--- src/verilog/eqf_coeff_regs.vh ---
// Register map and constants for the channel A tap six to nine weight bank
`ifndef EQF_COEFF_REGS_VH
`define EQF_COEFF_REGS_VH
// Printed offsets are register indexes; byte address is four times index
`define EQF_TAP6_IDX      12'h423
`define EQF_TAP7_IDX      12'h425
`define EQF_TAP8_IDX      12'h427
`define EQF_TAP9_IDX      12'h429
`define EQF_REG_W         16
`define EQF_COEF_MSB      11
`define EQF_COEF_LSB      0
`define EQF_RSVD_MSB      15
`define EQF_RSVD_LSB      12
`define EQF_REG_RESET     16'h0000
`define EQF_FILTER_TAPS   9
`define EQF_CENTER_BITS   18
`define EQF_HTRANS_NONSEQ 2'h2
`define EQF_HTRANS_SEQ    2'h3
`define EQF_HSIZE_WORD    3'h2
`endif

--- src/verilog/eqf_coeff_bank.v ---
// AHB-Lite register bank for channel A equalization filter taps six to nine
//
// Overview of operation
// - Each 12-bit coefficient field is a signed two's-complement tap weight.
// - Offset 0x423 drives tap six of converter A filter in dual mode.
// - In single mode the same register is tap six of shared filter.
// - Offset 0x425 drives tap seven, converter A or shared filter.
// - Offset 0x427 drives tap eight, converter A or shared filter.
// - Offset 0x429 drives tap nine, the last, converter A or shared.
// - All four registers, reserved bits too, reset to zero.
// - Filter has nine taps; only centre tap is 18 bits, these 12.
//
// Added by the designer: register access over AHB-Lite.
`timescale 1ns/10ps
`include "eqf_coeff_regs.vh"

module eqf_coeff_bank
(
  input  wire        hclk,
  input  wire        hresetn,
  input  wire        hsel,
  input  wire [31:0] haddr,
  input  wire [1:0]  htrans,
  input  wire        hwrite,
  input  wire [2:0]  hsize,
  input  wire [2:0]  hburst,
  input  wire [3:0]  hprot,
  input  wire        hmastlock,
  input  wire        hready,
  input  wire [31:0] hwdata,
  output reg  [31:0] hrdata,
  output wire        hreadyout,
  output wire        hresp,
  input  wire        single_mode,
  output wire [11:0] dual_a_tap6,
  output wire [11:0] dual_a_tap7,
  output wire [11:0] dual_a_tap8,
  output wire [11:0] dual_a_tap9,
  output wire [11:0] shared_tap6,
  output wire [11:0] shared_tap7,
  output wire [11:0] shared_tap8,
  output wire [11:0] shared_tap9
);

  wire [15:0] chan_a_tap6_weight;
  wire [15:0] chan_a_tap7_weight;
  wire [15:0] chan_a_tap8_weight;
  wire [15:0] chan_a_tap9_weight;
  wire        wr_en;
  wire [11:0] wr_idx;
  wire [15:0] wr_half;
  wire        rd_req;
  wire [11:0] req_idx;
  wire        mode_single;
  reg  [15:0] rd_word;
  reg  [31:0] hrdata_next;

  // Single-cycle slave: never stalls, never errors
  assign hreadyout = 1'b1;
  assign hresp     = 1'b0;

  eqf_ahb_front i_front
  (
    .hclk    (hclk),
    .hresetn (hresetn),
    .hsel    (hsel),
    .haddr   (haddr),
    .htrans  (htrans),
    .hwrite  (hwrite),
    .hready  (hready),
    .hwdata  (hwdata),
    .rd_req  (rd_req),
    .req_idx (req_idx),
    .wr_en   (wr_en),
    .wr_idx  (wr_idx),
    .wr_data (wr_half)
  );

  always @*
  begin
    case (req_idx)
      `EQF_TAP6_IDX: rd_word = chan_a_tap6_weight;
      `EQF_TAP7_IDX: rd_word = chan_a_tap7_weight;
      `EQF_TAP8_IDX: rd_word = chan_a_tap8_weight;
      `EQF_TAP9_IDX: rd_word = chan_a_tap9_weight;
      default:       rd_word = 16'h0000;
    endcase
    hrdata_next = rd_req ? {16'h0000, rd_word} : 32'h00000000;
  end

  // Read data stands for the one data-phase cycle, zero otherwise
  always @(posedge hclk or negedge hresetn)
  begin
    if (!hresetn)
      hrdata <= 32'h00000000;
    else
      hrdata <= hrdata_next;
  end

  // Mode strap may come from another domain
  eqf_sync2 i_mode_sync
  (
    .hclk     (hclk),
    .hresetn  (hresetn),
    .async_in (single_mode),
    .sync_out (mode_single)
  );

  eqf_tap_slot
  #(
    .TAP_IDX (`EQF_TAP6_IDX)
  )
  i_tap6
  (
    .hclk         (hclk),
    .hresetn      (hresetn),
    .wr_en        (wr_en),
    .wr_idx       (wr_idx),
    .wr_data      (wr_half),
    .route_single (mode_single),
    .weight       (chan_a_tap6_weight),
    .dual_tap     (dual_a_tap6),
    .shared_tap   (shared_tap6)
  );

  eqf_tap_slot
  #(
    .TAP_IDX (`EQF_TAP7_IDX)
  )
  i_tap7
  (
    .hclk         (hclk),
    .hresetn      (hresetn),
    .wr_en        (wr_en),
    .wr_idx       (wr_idx),
    .wr_data      (wr_half),
    .route_single (mode_single),
    .weight       (chan_a_tap7_weight),
    .dual_tap     (dual_a_tap7),
    .shared_tap   (shared_tap7)
  );

  eqf_tap_slot
  #(
    .TAP_IDX (`EQF_TAP8_IDX)
  )
  i_tap8
  (
    .hclk         (hclk),
    .hresetn      (hresetn),
    .wr_en        (wr_en),
    .wr_idx       (wr_idx),
    .wr_data      (wr_half),
    .route_single (mode_single),
    .weight       (chan_a_tap8_weight),
    .dual_tap     (dual_a_tap8),
    .shared_tap   (shared_tap8)
  );

  eqf_tap_slot
  #(
    .TAP_IDX (`EQF_TAP9_IDX)
  )
  i_tap9
  (
    .hclk         (hclk),
    .hresetn      (hresetn),
    .wr_en        (wr_en),
    .wr_idx       (wr_idx),
    .wr_data      (wr_half),
    .route_single (mode_single),
    .weight       (chan_a_tap9_weight),
    .dual_tap     (dual_a_tap9),
    .shared_tap   (shared_tap9)
  );

endmodule

// Bus front end: takes the address phase and holds it for the data phase
module eqf_ahb_front
(
  input  wire        hclk,
  input  wire        hresetn,
  input  wire        hsel,
  input  wire [31:0] haddr,
  input  wire [1:0]  htrans,
  input  wire        hwrite,
  input  wire        hready,
  input  wire [31:0] hwdata,
  output wire        rd_req,
  output wire [11:0] req_idx,
  output reg         wr_en,
  output reg  [11:0] wr_idx,
  output wire [15:0] wr_data
);

  wire addr_phase;

  // NONSEQ and SEQ both start a transfer; BUSY and IDLE are ignored
  assign addr_phase = hsel & hready & htrans[1];
  assign rd_req     = addr_phase & ~hwrite;
  // Byte address is four times the printed index; upper bits above index
  // width alias, which keeps the decoder small
  assign req_idx    = haddr[13:2];
  // Only the low half carries a register; the upper half is dropped
  assign wr_data    = hwdata[15:0];

  always @(posedge hclk or negedge hresetn)
  begin
    if (!hresetn)
    begin
      wr_en  <= 1'b0;
      wr_idx <= 12'h000;
    end
    else
    begin
      wr_en  <= addr_phase & hwrite;
      wr_idx <= req_idx;
    end
  end

endmodule

// One tap weight with its write decode and its routing to either filter
module eqf_tap_slot
#(
  parameter [11:0] TAP_IDX = `EQF_TAP6_IDX,
  parameter        REG_W   = `EQF_REG_W,
  parameter        COEF_W  = `EQF_COEF_MSB - `EQF_COEF_LSB + 1
)
(
  input  wire              hclk,
  input  wire              hresetn,
  input  wire              wr_en,
  input  wire [11:0]       wr_idx,
  input  wire [REG_W-1:0]  wr_data,
  input  wire              route_single,
  output wire [REG_W-1:0]  weight,
  output reg  [COEF_W-1:0] dual_tap,
  output reg  [COEF_W-1:0] shared_tap
);

  reg  [REG_W-1:0]  weight_reg;
  reg  [REG_W-1:0]  weight_next;
  wire              hit;
  wire [COEF_W-1:0] coef;

  assign hit    = wr_en & (wr_idx == TAP_IDX);
  assign weight = weight_reg;
  // Reserved bits stay out of the datapath; consumer takes coef as signed,
  // and the 18-bit centre tap lives in another bank
  assign coef   = weight_reg[`EQF_COEF_MSB:`EQF_COEF_LSB];

  always @*
  begin
    if (hit)
      weight_next = wr_data;
    else
      weight_next = weight_reg;
  end

  // Whole word kept so reserved bits read back as written
  always @(posedge hclk or negedge hresetn)
  begin
    if (!hresetn)
      weight_reg <= `EQF_REG_RESET;
    else
      weight_reg <= weight_next;
  end

  // Idle filter sees zero so a mode switch never mixes weights
  always @(posedge hclk or negedge hresetn)
  begin
    if (!hresetn)
    begin
      dual_tap   <= {COEF_W{1'b0}};
      shared_tap <= {COEF_W{1'b0}};
    end
    else if (route_single)
    begin
      dual_tap   <= {COEF_W{1'b0}};
      shared_tap <= coef;
    end
    else
    begin
      dual_tap   <= coef;
      shared_tap <= {COEF_W{1'b0}};
    end
  end

endmodule

// Two-flop synchroniser for a level from outside the clock domain
module eqf_sync2
(
  input  wire hclk,
  input  wire hresetn,
  input  wire async_in,
  output wire sync_out
);

  reg [1:0] sync_reg;

  // Only the second stage is read, the first may be metastable
  assign sync_out = sync_reg[1];

  always @(posedge hclk or negedge hresetn)
  begin
    if (!hresetn)
      sync_reg <= 2'b00;
    else
      sync_reg <= {sync_reg[0], async_in};
  end

endmodule

--- config.mk ---
export PLATFORM = sky130hd
export DESIGN_NAME = eqf_coeff_bank
export DESIGN_NICKNAME = d
export VERILOG_FILES = /design/src/verilog/eqf_coeff_bank.v
export VERILOG_INCLUDE_DIRS = /design/src /design/src/verilog
export SDC_FILE = /design/constraint.sdc
export NUM_CORES = 1
export LEC_CHECK = 0
export BUFFER_PORTS_ARGS = -buffer_cell sky130_fd_sc_hd__buf_2
export CAP_MARGIN = 20
export CORE_MARGIN = 2
export CORE_UTILIZATION = 30
export CTS_BUF_LIST = sky130_fd_sc_hd__clkbuf_16
export DETAILED_ROUTE_END_ITERATION = 10
export GPL_ROUTABILITY_DRIVEN = 0
export HOLD_SLACK_MARGIN = 0.12
export PLACE_DENSITY = 0.48
export SLEW_MARGIN = 20
export SYNTH_ARGS = -nofsm -noshare
export SYNTH_HDL_FRONTEND = slang
export SYNTH_HIERARCHICAL = 1
export SYNTH_SLANG_ARGS = --single-unit
--- constraint.sdc ---
create_clock -name hclk -period 3.14 [get_ports hclk]
set_input_delay 0.157 -clock hclk [delete_from_list [all_inputs] [get_ports hclk]]
set_output_delay 0.157 -clock hclk [all_outputs]
set_load 0.01 [all_outputs]
Word-level counts from Yosys, hierarchy flattened
Cells that the tools add are included.
Widths: inputs -> output; s select.
{"block": "totals", "ff_bits": 191, "elab_cells": 43}
{"block": "op_classes", "eq_ne": 8, "muxes": 10, "bitwise_logic": 9}
{"op": "$eq 12x11->1 const B", "count": 8}
{"op": "$mux 12", "count": 8}
{"op": "$pmux 16 s4", "count": 1}
{"op": "$mux 16", "count": 1}
{"op": "$and 1x1->1", "count": 8}
{"op": "$not 1->1", "count": 1}

Longest topological paths before layout
Gate-level depths: netlist of run 1.
{"block": "logic_depth", "word_depth": 4, "ltp_mapped": 6, "depth_no_buf": 3}

Hierarchy
Netlist of run 1, hierarchy kept.
{"module": "eqf_tap_slot at i_tap7 ...", "instances": 3, "cells_per_inst": 88, "area_per_inst_um2": 1458.9}
{"module": "eqf_tap_slot at i_tap6", "instances": 1, "cells_per_inst": 88, "area_per_inst_um2": 1470.2}
{"module": "eqf_coeff_bank", "instances": 1, "cells_per_inst": 137, "area_per_inst_um2": 1368.8}
{"module": "eqf_ahb_front", "instances": 1, "cells_per_inst": 43, "area_per_inst_um2": 555.5}
{"module": "eqf_sync2", "instances": 1, "cells_per_inst": 2, "area_per_inst_um2": 50.0}

Worst setup path after synthesis of run 1
OpenSTA, ideal clock, no wires.
{"block": "synth_timing", "kind": "flip-flop to flip-flop", "startpoint": "register i_front.wr_idx[7]", "endpoint": "register i_tap6.weight_reg[10] (netlist: i_tap6/weight[10])", "setup_time_ns": 0.125, "t_arrival_ns": 1.477, "t_required_ns": 3.015, "path_slack_ns": 1.538, "stages_incl_launch_ff": 5, "n_path_buf": 1, "period_less_slack_ns": 1.602, "path_cell_list": "dfrtp_1 > nor4b_4 > nand4b_4 > buf_6 > mux2_4"}
{"block": "synth_between", "elab_chain_cells": 2}
{"item": "start, declared", "line": "eqf_coeff_bank.v:193", "rtl": "output reg [11:0] wr_idx,"}
{"item": "start signal, assigned", "line": "eqf_coeff_bank.v:218", "rtl": "wr_idx <= req_idx;"}
{"item": "$eq 12x11->1", "line": "eqf_coeff_bank.v:248", "rtl": "assign hit = wr_en & (wr_idx == TAP_IDX);"}
{"item": "$and 1x1->1", "line": "eqf_coeff_bank.v:248"}
{"item": "end signal, assigned", "line": "eqf_coeff_bank.v:266", "rtl": "weight_reg <= `EQF_REG_RESET;"}
{"item": "end signal, assigned", "line": "eqf_coeff_bank.v:268", "rtl": "weight_reg <= weight_next;"}
{"item": "end, declared", "line": "eqf_coeff_bank.v:243", "rtl": "reg [REG_W-1:0] weight_reg;"}
Every way passes these cells.
A chain may end at the register's enable or synchronous reset.

Worst setup path in the final report of run 1
{"block": "layout_timing", "startpoint": "register i_front.wr_idx[7]", "endpoint": "register i_tap6.weight_reg[5] (netlist: i_tap6/weight[5])"}
Same word-level chain as after synthesis.

==> summary.txt, run 1 <==
Floorplanning
  • # rows: 59
  • Die area: 27380 um^2
  • I/O Pins: 213
  • Total core area: 25840 um^2
  • Die W: 165.5 um
  • Initial Util: 30.27%
  • Die Span Y: 165.5 um

Clocking
  • Clk_lat worst skew: 430 ps
  • CTS tree: built
  • CTS root buffer: clkbuf_16
  • H-tree Lvls: 4
  • Num CTS Buffers: 17
  • # Post-CTS Setup Buffers: 0
  • CTS Hold Bufs: 30
  • Maximum clock path buffer count: 2
  • Cts repair resizes: 0
  • CTS sink cnt: 191
  • Clock slew at reported path FFs: 80 ps

Logic synthesis
  • Post-synth top area share: 61.11%
  • Compound-Gate Fraction of Synth Area: 4.031%
  • Synth Area in XOR/XNOR: 0%
  • Synth area leaders: dfrtp_1 (61%), mux2_4 (7.7%), mux2_2 (5.8%), nor2b_1 (5.4%), buf_4 (4.9%)
  • Main combinational cell family by area after synthesis: simple AND/OR/NAND/NOR gates
  • Seq cells post-synth: 191
  • Synth warnings: 6
  • Post-Synth Adder-Cell Area: 0%
  • Mean Syn Cell Area: 14.65 um^2
  • Async S/R FF share, synth: 100.0%
  • Synth Cell Area: 7821 um^2
  • Synth area leader: dfrtp_1
  • Syn Inst Count: 534
  • Yosys cell types: 26
  • Number of synthesized flops with an enable pin: 0
  • Area share of and/or/nand/nor cells after synthesis: 14.80%
  • Dominant synthesized flop cell: dfrtp_1
  • Post-synthesis mux area share: 13.44%
  • Sequential area share after synthesis: 61.11%

Final layout
  • Fill count: 2513
  • Fin util: 36.66%
  • Area growth, synth to finish: 21.10%
  • Nets@finish: 764
  • Layout cells sized above 1: 42.07%
  • Design area: 9472 um^2
  • Final non-filler cell total: 1029
  • Ant diodes: 0

Setup path
  • Worst r2r path cells: 3
  • Crit-path max FO: 16
  • CP Capture Type: flip-flop
  • Setup CP Type: flip-flop to flip-flop
  • RR Startpoint: i_front/wr_idx[7]
  • Reg2reg setup slack: 1190 ps
  • Worst Path Required: 3450 ps
  • CP startpoint kind: flip-flop
  • Worst EP arrival: 2260 ps
  • RR Endpoint: i_tap6/weight[5]

Route
  • Total number of vias: 4422
  • First-iteration detailed-routing DRC count: 194
  • Routed Antenna Nets: 0
  • Final WL: 17110 um
  • Pre-Repair DR Iteration Count: 4
  • Average via count per standard cell: 4.297
  • Wire per inst: 16.63 um
  • Remaining DRCs: 0

Pwr
  • VDD IR max: 0.0002459 V
  • Leak: 4.570 nW
  • Pwr dens: 549.2 nW/um^2

Place
  • PortBufs: 146
  • Instance area at placement: 8588 um^2
  • Post-DP HPWL: 12070 um
  • Dpl cells: 967

Timing
  • Peak Freq: 513.6 MHz
  • Final min period: 1947 ps
  • Slew at the pin closest to its max-slew limit: 863.3 ps
  • RSZ-0062 raised after global routing: no
  • Fin. max-slew vios: 0
  • Slew margin rel.: 42.44%
  • Setup tns final: 0 ps
  • # setup viols final: 0
  • Final Cycle Share: 62.01%
  • Hold Vio Cnt, Final: 0
  • Clk_skew: 11.29 ps

Worst hold path
  • Min-Delay Path Class: input port to flip-flop
  • Worst hold start: haddr[4]
  • Hold path cells: 1
  • Hold Path End: i_front/wr_idx[2]

Run
  • Max Cap Viol: 0

Global routing
  • First-pass GRT wire length: 26300 um
  • Vias in the first global route: 4616
  • GRT Total Usage: 13.02%
  • Largest net degree at the start of global routing: 78
  • Initial antenna violation count: 0
  • GR Overflow Total: 0

Outcome
  • Status: complete, no violations
-- worst max-delay path: stages, from the launching register on --
cell      delay, ps
dfrtp_1         500
nor4b_4         390
nand4b_4        460
mux2_4          460
-- cells in the mapped netlist, drive strengths merged (2+ instances only) --
| library cell | count |
|---|---|
| buf | 61 |
| nor2b | 68 |
| conb | 2 |
| a32oi | 16 |
| and2 | 48 |
| nor4b | 7 |
| and4bb | 3 |
| nand4 | 2 |
| nor3b | 4 |
| clkbuf | 9 |
| mux2 | 80 |
| nand4b | 2 |
| dfrtp | 191 |
| a211oi | 16 |
| nand3 | 2 |
| nand2 | 18 |
-- per-layer routing --
| metal | wire [um] | global-route usage [%] |
|---|---|---|
| met5 | 0 | 0 |
| met4 | 234 | 3.683 |
| met3 | 867 | 3.022 |
| met2 | 8604 | 21.94 |
| met1 | 7407 | 16.77 |
-- metrics by stage --
step / setup slack (ps) / hold slack [ps] / total power [mW]
after global routing: 1105 / 170.2 / 5.454
after detailed placement: 1194 / 137.9 / 3.107
after CTS: 1175 / 157.4 / 5.287
final: 1193 / 177.1 / 5.202
after global placement: 1186 / 124.6 / 3.094
after floorplan: 1538 / -138.6 / 2.944
-- area by class of cell --
type	count	area, um^2	area share (%)
clock buffers	17	425.4	4.491
clock inverters	15	157.7	1.664
multi-input cells	289	2591	27.36
flip-flops and latches	191	4781	50.48
well taps	335	419.2	4.425
repair buffers	182	1097	11.59
-- worst max-delay path by stage --
stage | start | endpoint | slack [ps] | depth (start not counted)
final | i_front/wr_idx[7] | i_tap6/weight[5] | 1190 | 3
after detailed placement | i_front/wr_idx[7] | i_tap6/weight[5] | 1190 | 3
after CTS | i_front/wr_idx[7] | i_tap6/weight[7] | 1170 | 3
after global placement | haddr[5] | hrdata[15] | 1190 | 4
after floorplan | i_front/wr_idx[7] | i_tap6/weight[10] | 1540 | 4
after global routing | i_front/wr_idx[7] | i_tap8/weight[13] | 1100 | 3
-- layout by cell type, fill, tap and decap left out --
| cell | n |
|---|---|
| nand2_1 | 18 |
| clkinv_8 | 1 |
| a211oi_2 | 10 |
| conb_1 | 18 |
| nand4_4 | 2 |
| nor4b_4 | 5 |
| dfrtp_2 | 1 |
| clkbuf_8 | 1 |
| inv_8 | 3 |
| bufinv_16 | 1 |
| dfrtp_1 | 190 |
| inv_1 | 1 |
| and4b_1 | 1 |
| nor4b_2 | 2 |
| inv_6 | 2 |
| a32oi_1 | 16 |
| clkinvlp_4 | 4 |
| buf_4 | 5 |
| nand4b_4 | 2 |
| o21ai_1 | 1 |
| nor2_4 | 1 |
| or3_1 | 1 |
| a211oi_1 | 6 |
| mux2_2 | 40 |
| buf_2 | 145 |
| nor3b_1 | 4 |
| and4_2 | 1 |
| nand3_2 | 2 |
| buf_12 | 1 |
| clkinv_4 | 3 |
| and4bb_2 | 3 |
| and2_1 | 48 |
| mux2_4 | 40 |
| dlygate4sd3_1 | 30 |
| clkbuf_16 | 17 |
| nor2b_1 | 68 |
-- cell families after synthesis --
group	after synthesis
muxes	80
AOI/OAI and AO/OA	33
DFF	191
and+or+nand+nor	158
other	2
buffers and inverters	70
-- where the power goes --
group / switching (mW) / internal, mW / total [mW]
clock network: 1.01 / 1.12 / 2.13
registers: 0.0759 / 2.57 / 2.65
logic: 0.223 / 0.202 / 0.425
Power figures use the tool's default switching activity.
==> inputs of run 2 (changes only) <==
Settings changed: PLACE_DENSITY 0.48 to 0.49.
Clock period 3.14 ns to 1.7 ns, I/O delays scaled along.
==> summary.txt, run 2 (synthesized netlist as in run 1, its figures left out) <==
Clocking
  • # Post-CTS Setup Buffers: 0
  • Maximum clock path buffer count: 2
  • Clock slew at reported path FFs: 70 ps
  • H-tree Lvls: 4
  • Num CTS Buffers: 17
  • CTS sink cnt: 191
  • CTS root buffer: clkbuf_16
  • Clk_lat worst skew: 430 ps
  • CTS tree: built

Final layout
  • Ant diodes: 0
  • Nets@finish: 776
  • Sequential cell area: 4783 um^2
  • Design area: 9615 um^2
  • Layout cells sized above 1: 43.20%
  • Fill count: 2505
  • Most common cell after layout, fill and taps aside: dfrtp_1
  • Final non-filler cell total: 1041
  • Area growth, synth to finish: 22.94%
  • Most frequent cells in the layout: dfrtp_1 (188), buf_2 (145), nor2b_1 (68)
  • Multi-input logic area: 2591 um^2

Place
  • PortBufs: 146
  • Instance area at placement: 8738 um^2
  • Post-DP HPWL: 12000 um
  • Worst slack, placed: 38.40 ps
  • Dpl cells: 977

Timing
  • Final min period: 1658 ps
  • Final Cycle Share: 97.50%
  • PnR worst setup slack: 42.47 ps
  • # setup viols final: 0
  • Clk_skew: 15.72 ps
  • RSZ-0062 raised after global routing: no
  • Fin. max-slew vios: 0
  • Hold Vio Cnt, Final: 0
  • Setup tns final: 0 ps
  • Peak Freq: 603.3 MHz

Global routing
  • GR Overflow Total: 0
  • Vias in the first global route: 4624
  • First-pass GRT wire length: 25810 um
  • Largest net degree at the start of global routing: 58
  • Initial antenna violation count: 0
  • GRT Total Usage: 12.72%

Pwr
  • VDD IR max: 0.0005430 V
  • Pwr dens: 981.7 nW/um^2
  • Leak: 4.648 nW
  • Power Total: 9.439 mW

Run
  • Max Cap Viol: 0

Floorplanning
  • I/O Pins: 213
  • Total core area: 25840 um^2
  • Die Span Y: 165.5 um
  • # rows: 59
  • Initial Util: 30.27%
  • Die W: 165.5 um
  • Die area: 27380 um^2

Setup path
  • Worst EP arrival: 1950 ps
  • CP Capture Type: flip-flop
  • CP startpoint kind: flip-flop
  • Worst Path Required: 2000 ps
  • Setup CP Type: flip-flop to flip-flop
  • Crit-path max FO: 16

Route
  • Routed Antenna Nets: 0
  • Total number of vias: 4422
  • Average via count per standard cell: 4.248
  • Remaining DRCs: 0
  • Final WL: 16880 um
  • First-iteration detailed-routing DRC count: 161
  • Pre-Repair DR Iteration Count: 4
  • Wire per inst: 16.22 um

Worst hold path
  • Min-Delay Path Class: input port to flip-flop

Outcome
  • Status: complete, no violations
==> run 2: changes by cell type in the layout (fill, tap and decap cells not counted), sizes merged <==
cell         change
buf             +10
dlygate4sd3      +2
bufinv           -1
clkinv           +1
clkinvlp         -1
inv              +1
==> run 2: cell type report <==
| type | instances | share of cell area [%] |
|---|---|---|
| timing repair buffer | 194 | 13.18 |
| clock inverter | 15 | 1.340 |
| sequential | 191 | 49.75 |
| tap | 335 | 4.359 |
| clock buffer | 17 | 4.424 |
| multi-input combinational | 289 | 26.95 |
==> run 2: layer usage <==
| metal | wire, um | track usage, % | up-vias |
|---|---|---|---|
| met5 | 0 | 0 | - |
| met4 | 141 | 3.174 | 0 |
| met3 | 805 | 2.972 | 11 |
| met2 | 8904 | 22.82 | 115 |
| met1 | 7031 | 15.35 | 2238 |
| li1 | - | - | 2058 |
==> run 2: path summary, 6_finish.rpt <==
kind,from,endpoint,slack (ps),depth (start not counted)
worst min register to register,i_mode_sync/sync_reg[0],i_mode_sync/sync_reg[1],350,0
worst max register to register,i_front/wr_idx[6],i_tap6/weight[12],40,4
max in group asynchronous,hresetn,i_front/wr_idx[9],820,3
worst min-delay path,hready,hrdata[2],170,4
worst max-delay path,i_front/wr_idx[6],i_tap6/weight[12],40,4
min in group asynchronous,hresetn,i_tap6/dual_tap[5],200,2
==> run 2: worst max-delay path, cell delays in order (launching register included) <==
cell      delay [ps]
dfrtp_1          500
nor4b_4          390
nand4b_4         140
buf_12           180
mux2_4           310
==> run 2: through the flow <==
step	util (%)	hold WS, ps
floorplan	-	-210.6
global placement	33.82	84.17
detailed placement	33.82	92.02
CTS	37.21	148.4
global route	37.22	177.1
finish	37.22	174.4
==> run 2: timing repair <==
action	in CTS	in global routing
hold buffers	32	0
hold endpoints to repair	272	0
endpoints found under the setup margin	0	18
gates resized for setup	0	2
==> run 2: power by group <==
| part | leakage (nW) | internal [mW] | total, mW | switching (mW) |
|---|---|---|---|---|
| Combinational | 2.00 | 0.389 | 0.816 | 0.427 |
| Clock | 0.267 | 1.92 | 3.75 | 1.82 |
| Sequential | 2.38 | 4.75 | 4.88 | 0.125 |
==> inputs of run 3 (changes only) <==
Settings changed: ABC_AREA set to 1, CAP_MARGIN 20 to 25.
==> summary.txt, run 3 <==
Timing
  • RSZ-0062 raised after global routing: no
  • Clk_skew: 12.46 ps
  • Final min period: 1444 ps
  • Setup tns final: 0 ps
  • Hold Vio Cnt, Final: 0
  • Final Cycle Share: 84.93%
  • Fin. max-slew vios: 0
  • Peak Freq: 692.6 MHz
  • # setup viols final: 0

Logic synthesis
  • Synth area leaders: dfrtp_1 (59%), nand2_1 (10%), nand3_1 (7.1%), inv_1 (5.5%), buf_4 (5.0%)
  • Synth Cell Area: 8113 um^2
  • Seq cells post-synth: 191
  • Async S/R FF share, synth: 100.0%
  • Dominant synthesized flop cell: dfrtp_1
  • Sequential area share after synthesis: 58.91%
  • Synth cell count leaders: nand2_1 (219), dfrtp_1 (191), inv_1 (118)
  • Post-synth top area share: 58.91%
  • Number of synthesized flops with an enable pin: 0
  • Yosys cell types: 20
  • Mean Syn Cell Area: 9.293 um^2
  • Synth area leader: dfrtp_1
  • Most common cell in the netlist: nand2_1
  • Synth warnings: 6
  • Syn Inst Count: 873

Final layout
  • Nets@finish: 1112
  • Layout cells sized above 1: 23.80%
  • Area growth, synth to finish: 22.07%
  • Most common cell after layout, fill and taps aside: nand2_1
  • Most frequent cells in the layout: nand2_1 (219), dfrtp_1 (190), buf_2 (145)

Setup path
  • Worst Path Required: 2040 ps
  • Worst EP arrival: 1780 ps
  • Reg2reg setup slack: 380 ps
  • Crit-path max FO: 12
  • Worst r2r path cells: 5
  • RR Endpoint: i_tap9/weight[8]
  • RR Startpoint: i_front/wr_idx[10]
  • CP startpoint kind: input port
  • CP Capture Type: flip-flop
  • Setup CP Type: input port to flip-flop

Outcome
  • Status: complete, no violations

Floorplanning
  • Total core area: 26730 um^2
  • Die area: 28370 um^2
  • I/O Pins: 213
  • Initial Util: 30.36%
  • # rows: 60
  • Die W: 168.4 um
  • Die Span Y: 168.4 um

Global routing
  • GRT Total Usage: 14.38%
  • First-pass GRT wire length: 31270 um
  • Largest net degree at the start of global routing: 97
  • Met3 track demand over resource: 3.032%
  • Met2 Use GR: 23.71%
  • Busiest grt layer: met2
  • GR Overflow Total: 0
  • Routing usage on met1: 19.42%
  • Vias in the first global route: 5628
  • Initial antenna violation count: 1

Route
  • Pre-Repair DR Iteration Count: 5
  • Total number of vias: 5810
  • Final WL: 19710 um
  • Remaining DRCs: 0
  • Wire per inst: 14.24 um
  • First-iteration detailed-routing DRC count: 370
  • Average via count per standard cell: 4.198
  • Routed Antenna Nets: 0

Pwr
  • VDD IR max: 0.0004809 V
  • Power Total: 9.488 mW
  • Pwr dens: 958.1 nW/um^2
  • Leak: 5.607 nW

Place
  • Post-DP HPWL: 13610 um
  • PortBufs: 146

Clocking
  • Clock slew at reported path FFs: 80 ps
  • CTS sink cnt: 191
  • CTS root buffer: clkbuf_16
  • CTS tree: built
  • H-tree Lvls: 4
  • Num CTS Buffers: 17
  • Clk_lat worst skew: 430 ps
  • # Post-CTS Setup Buffers: 0
  • Cts repair resizes: 0
  • Maximum clock path buffer count: 2

Run
  • Max Cap Viol: 0

Worst hold path
  • Min-Delay Path Class: input port to async pin
-- run 3: worst max path at each step --
stage                       start                end  slack [ps]  cells after the start
global placement        haddr[11]          hrdata[0]         320                      9
global route            haddr[12]          hrdata[2]         110                     11
detailed placement      haddr[13]          hrdata[2]         350                      9
CTS                     haddr[13]          hrdata[2]         250                     10
floorplan           i_front/wr_en  i_tap8/weight[10]         520                      6
finish                  haddr[11]          hrdata[0]         260                     10
-- run 3: metal layers --
metal	share of wire [%]	up-vias
met1	45	2714
met5	0	-
met4	0.83	0
met3	5.6	8
li1	-	2907
met2	48	181
-- run 3: cell families (layout without fill, tap and decap cells) --
kind of cell	Yosys count	in the layout	synth area share (%)
buf+inv	196	349	12.74
flops	191	191	58.91
compound gates	2	2	0.1696
simple gates	482	482	28.08
other cells	2	19	0.09257
-- run 3: final cells by class --
cell class | instances | area (um^2)
Multi-Input combinational cell | 502 | 2360
Sequential cell | 191 | 4781
Inverter | 118 | 442.9
Clock inverter | 15 | 172.7
Tap cell | 341 | 426.7
Timing Repair Buffer | 199 | 1292
Fill cell | 2774 | 16820
Antenna cell | 1 | 2.502
Clock buffer | 17 | 425.4
-- run 3: power by group --
group	internal, mW	switching, mW	total (mW)
logic	0.240	0.411	0.651
registers	4.67	0.0482	4.72
clock network	2.22	1.89	4.12
-- run 3: metrics by stage --
stage	setup slack (ps)	cell area, um^2	std cells	hold slack [ps]	util [%]
finish	256.1	9903	1384	179.0	37.06
global placement	324.9	8982	1319	76.05	33.61
floorplan	518.7	8173	889	-210.6	-
global route	109.6	9903	1384	206.5	37.06
detailed placement	354.8	8982	1319	80.80	33.61
CTS	248.1	9901	1383	179.9	37.05
-- run 3: critical path, stage by stage --
cell	delay, ps
dlygate4sd3_1	530
buf_2	120
nor2_1	90
nand2_1	120
nor2_4	210
buf_4	230
nand3_1	80
nand2_1	90
nor2_1	60
nor2_1	160
-- run 3: what timing repair did --
action,4_1_cts,5_1_grt
hold endpoints to repair,269,0
endpoints found under the setup margin,0,0
hold buffers,32,0
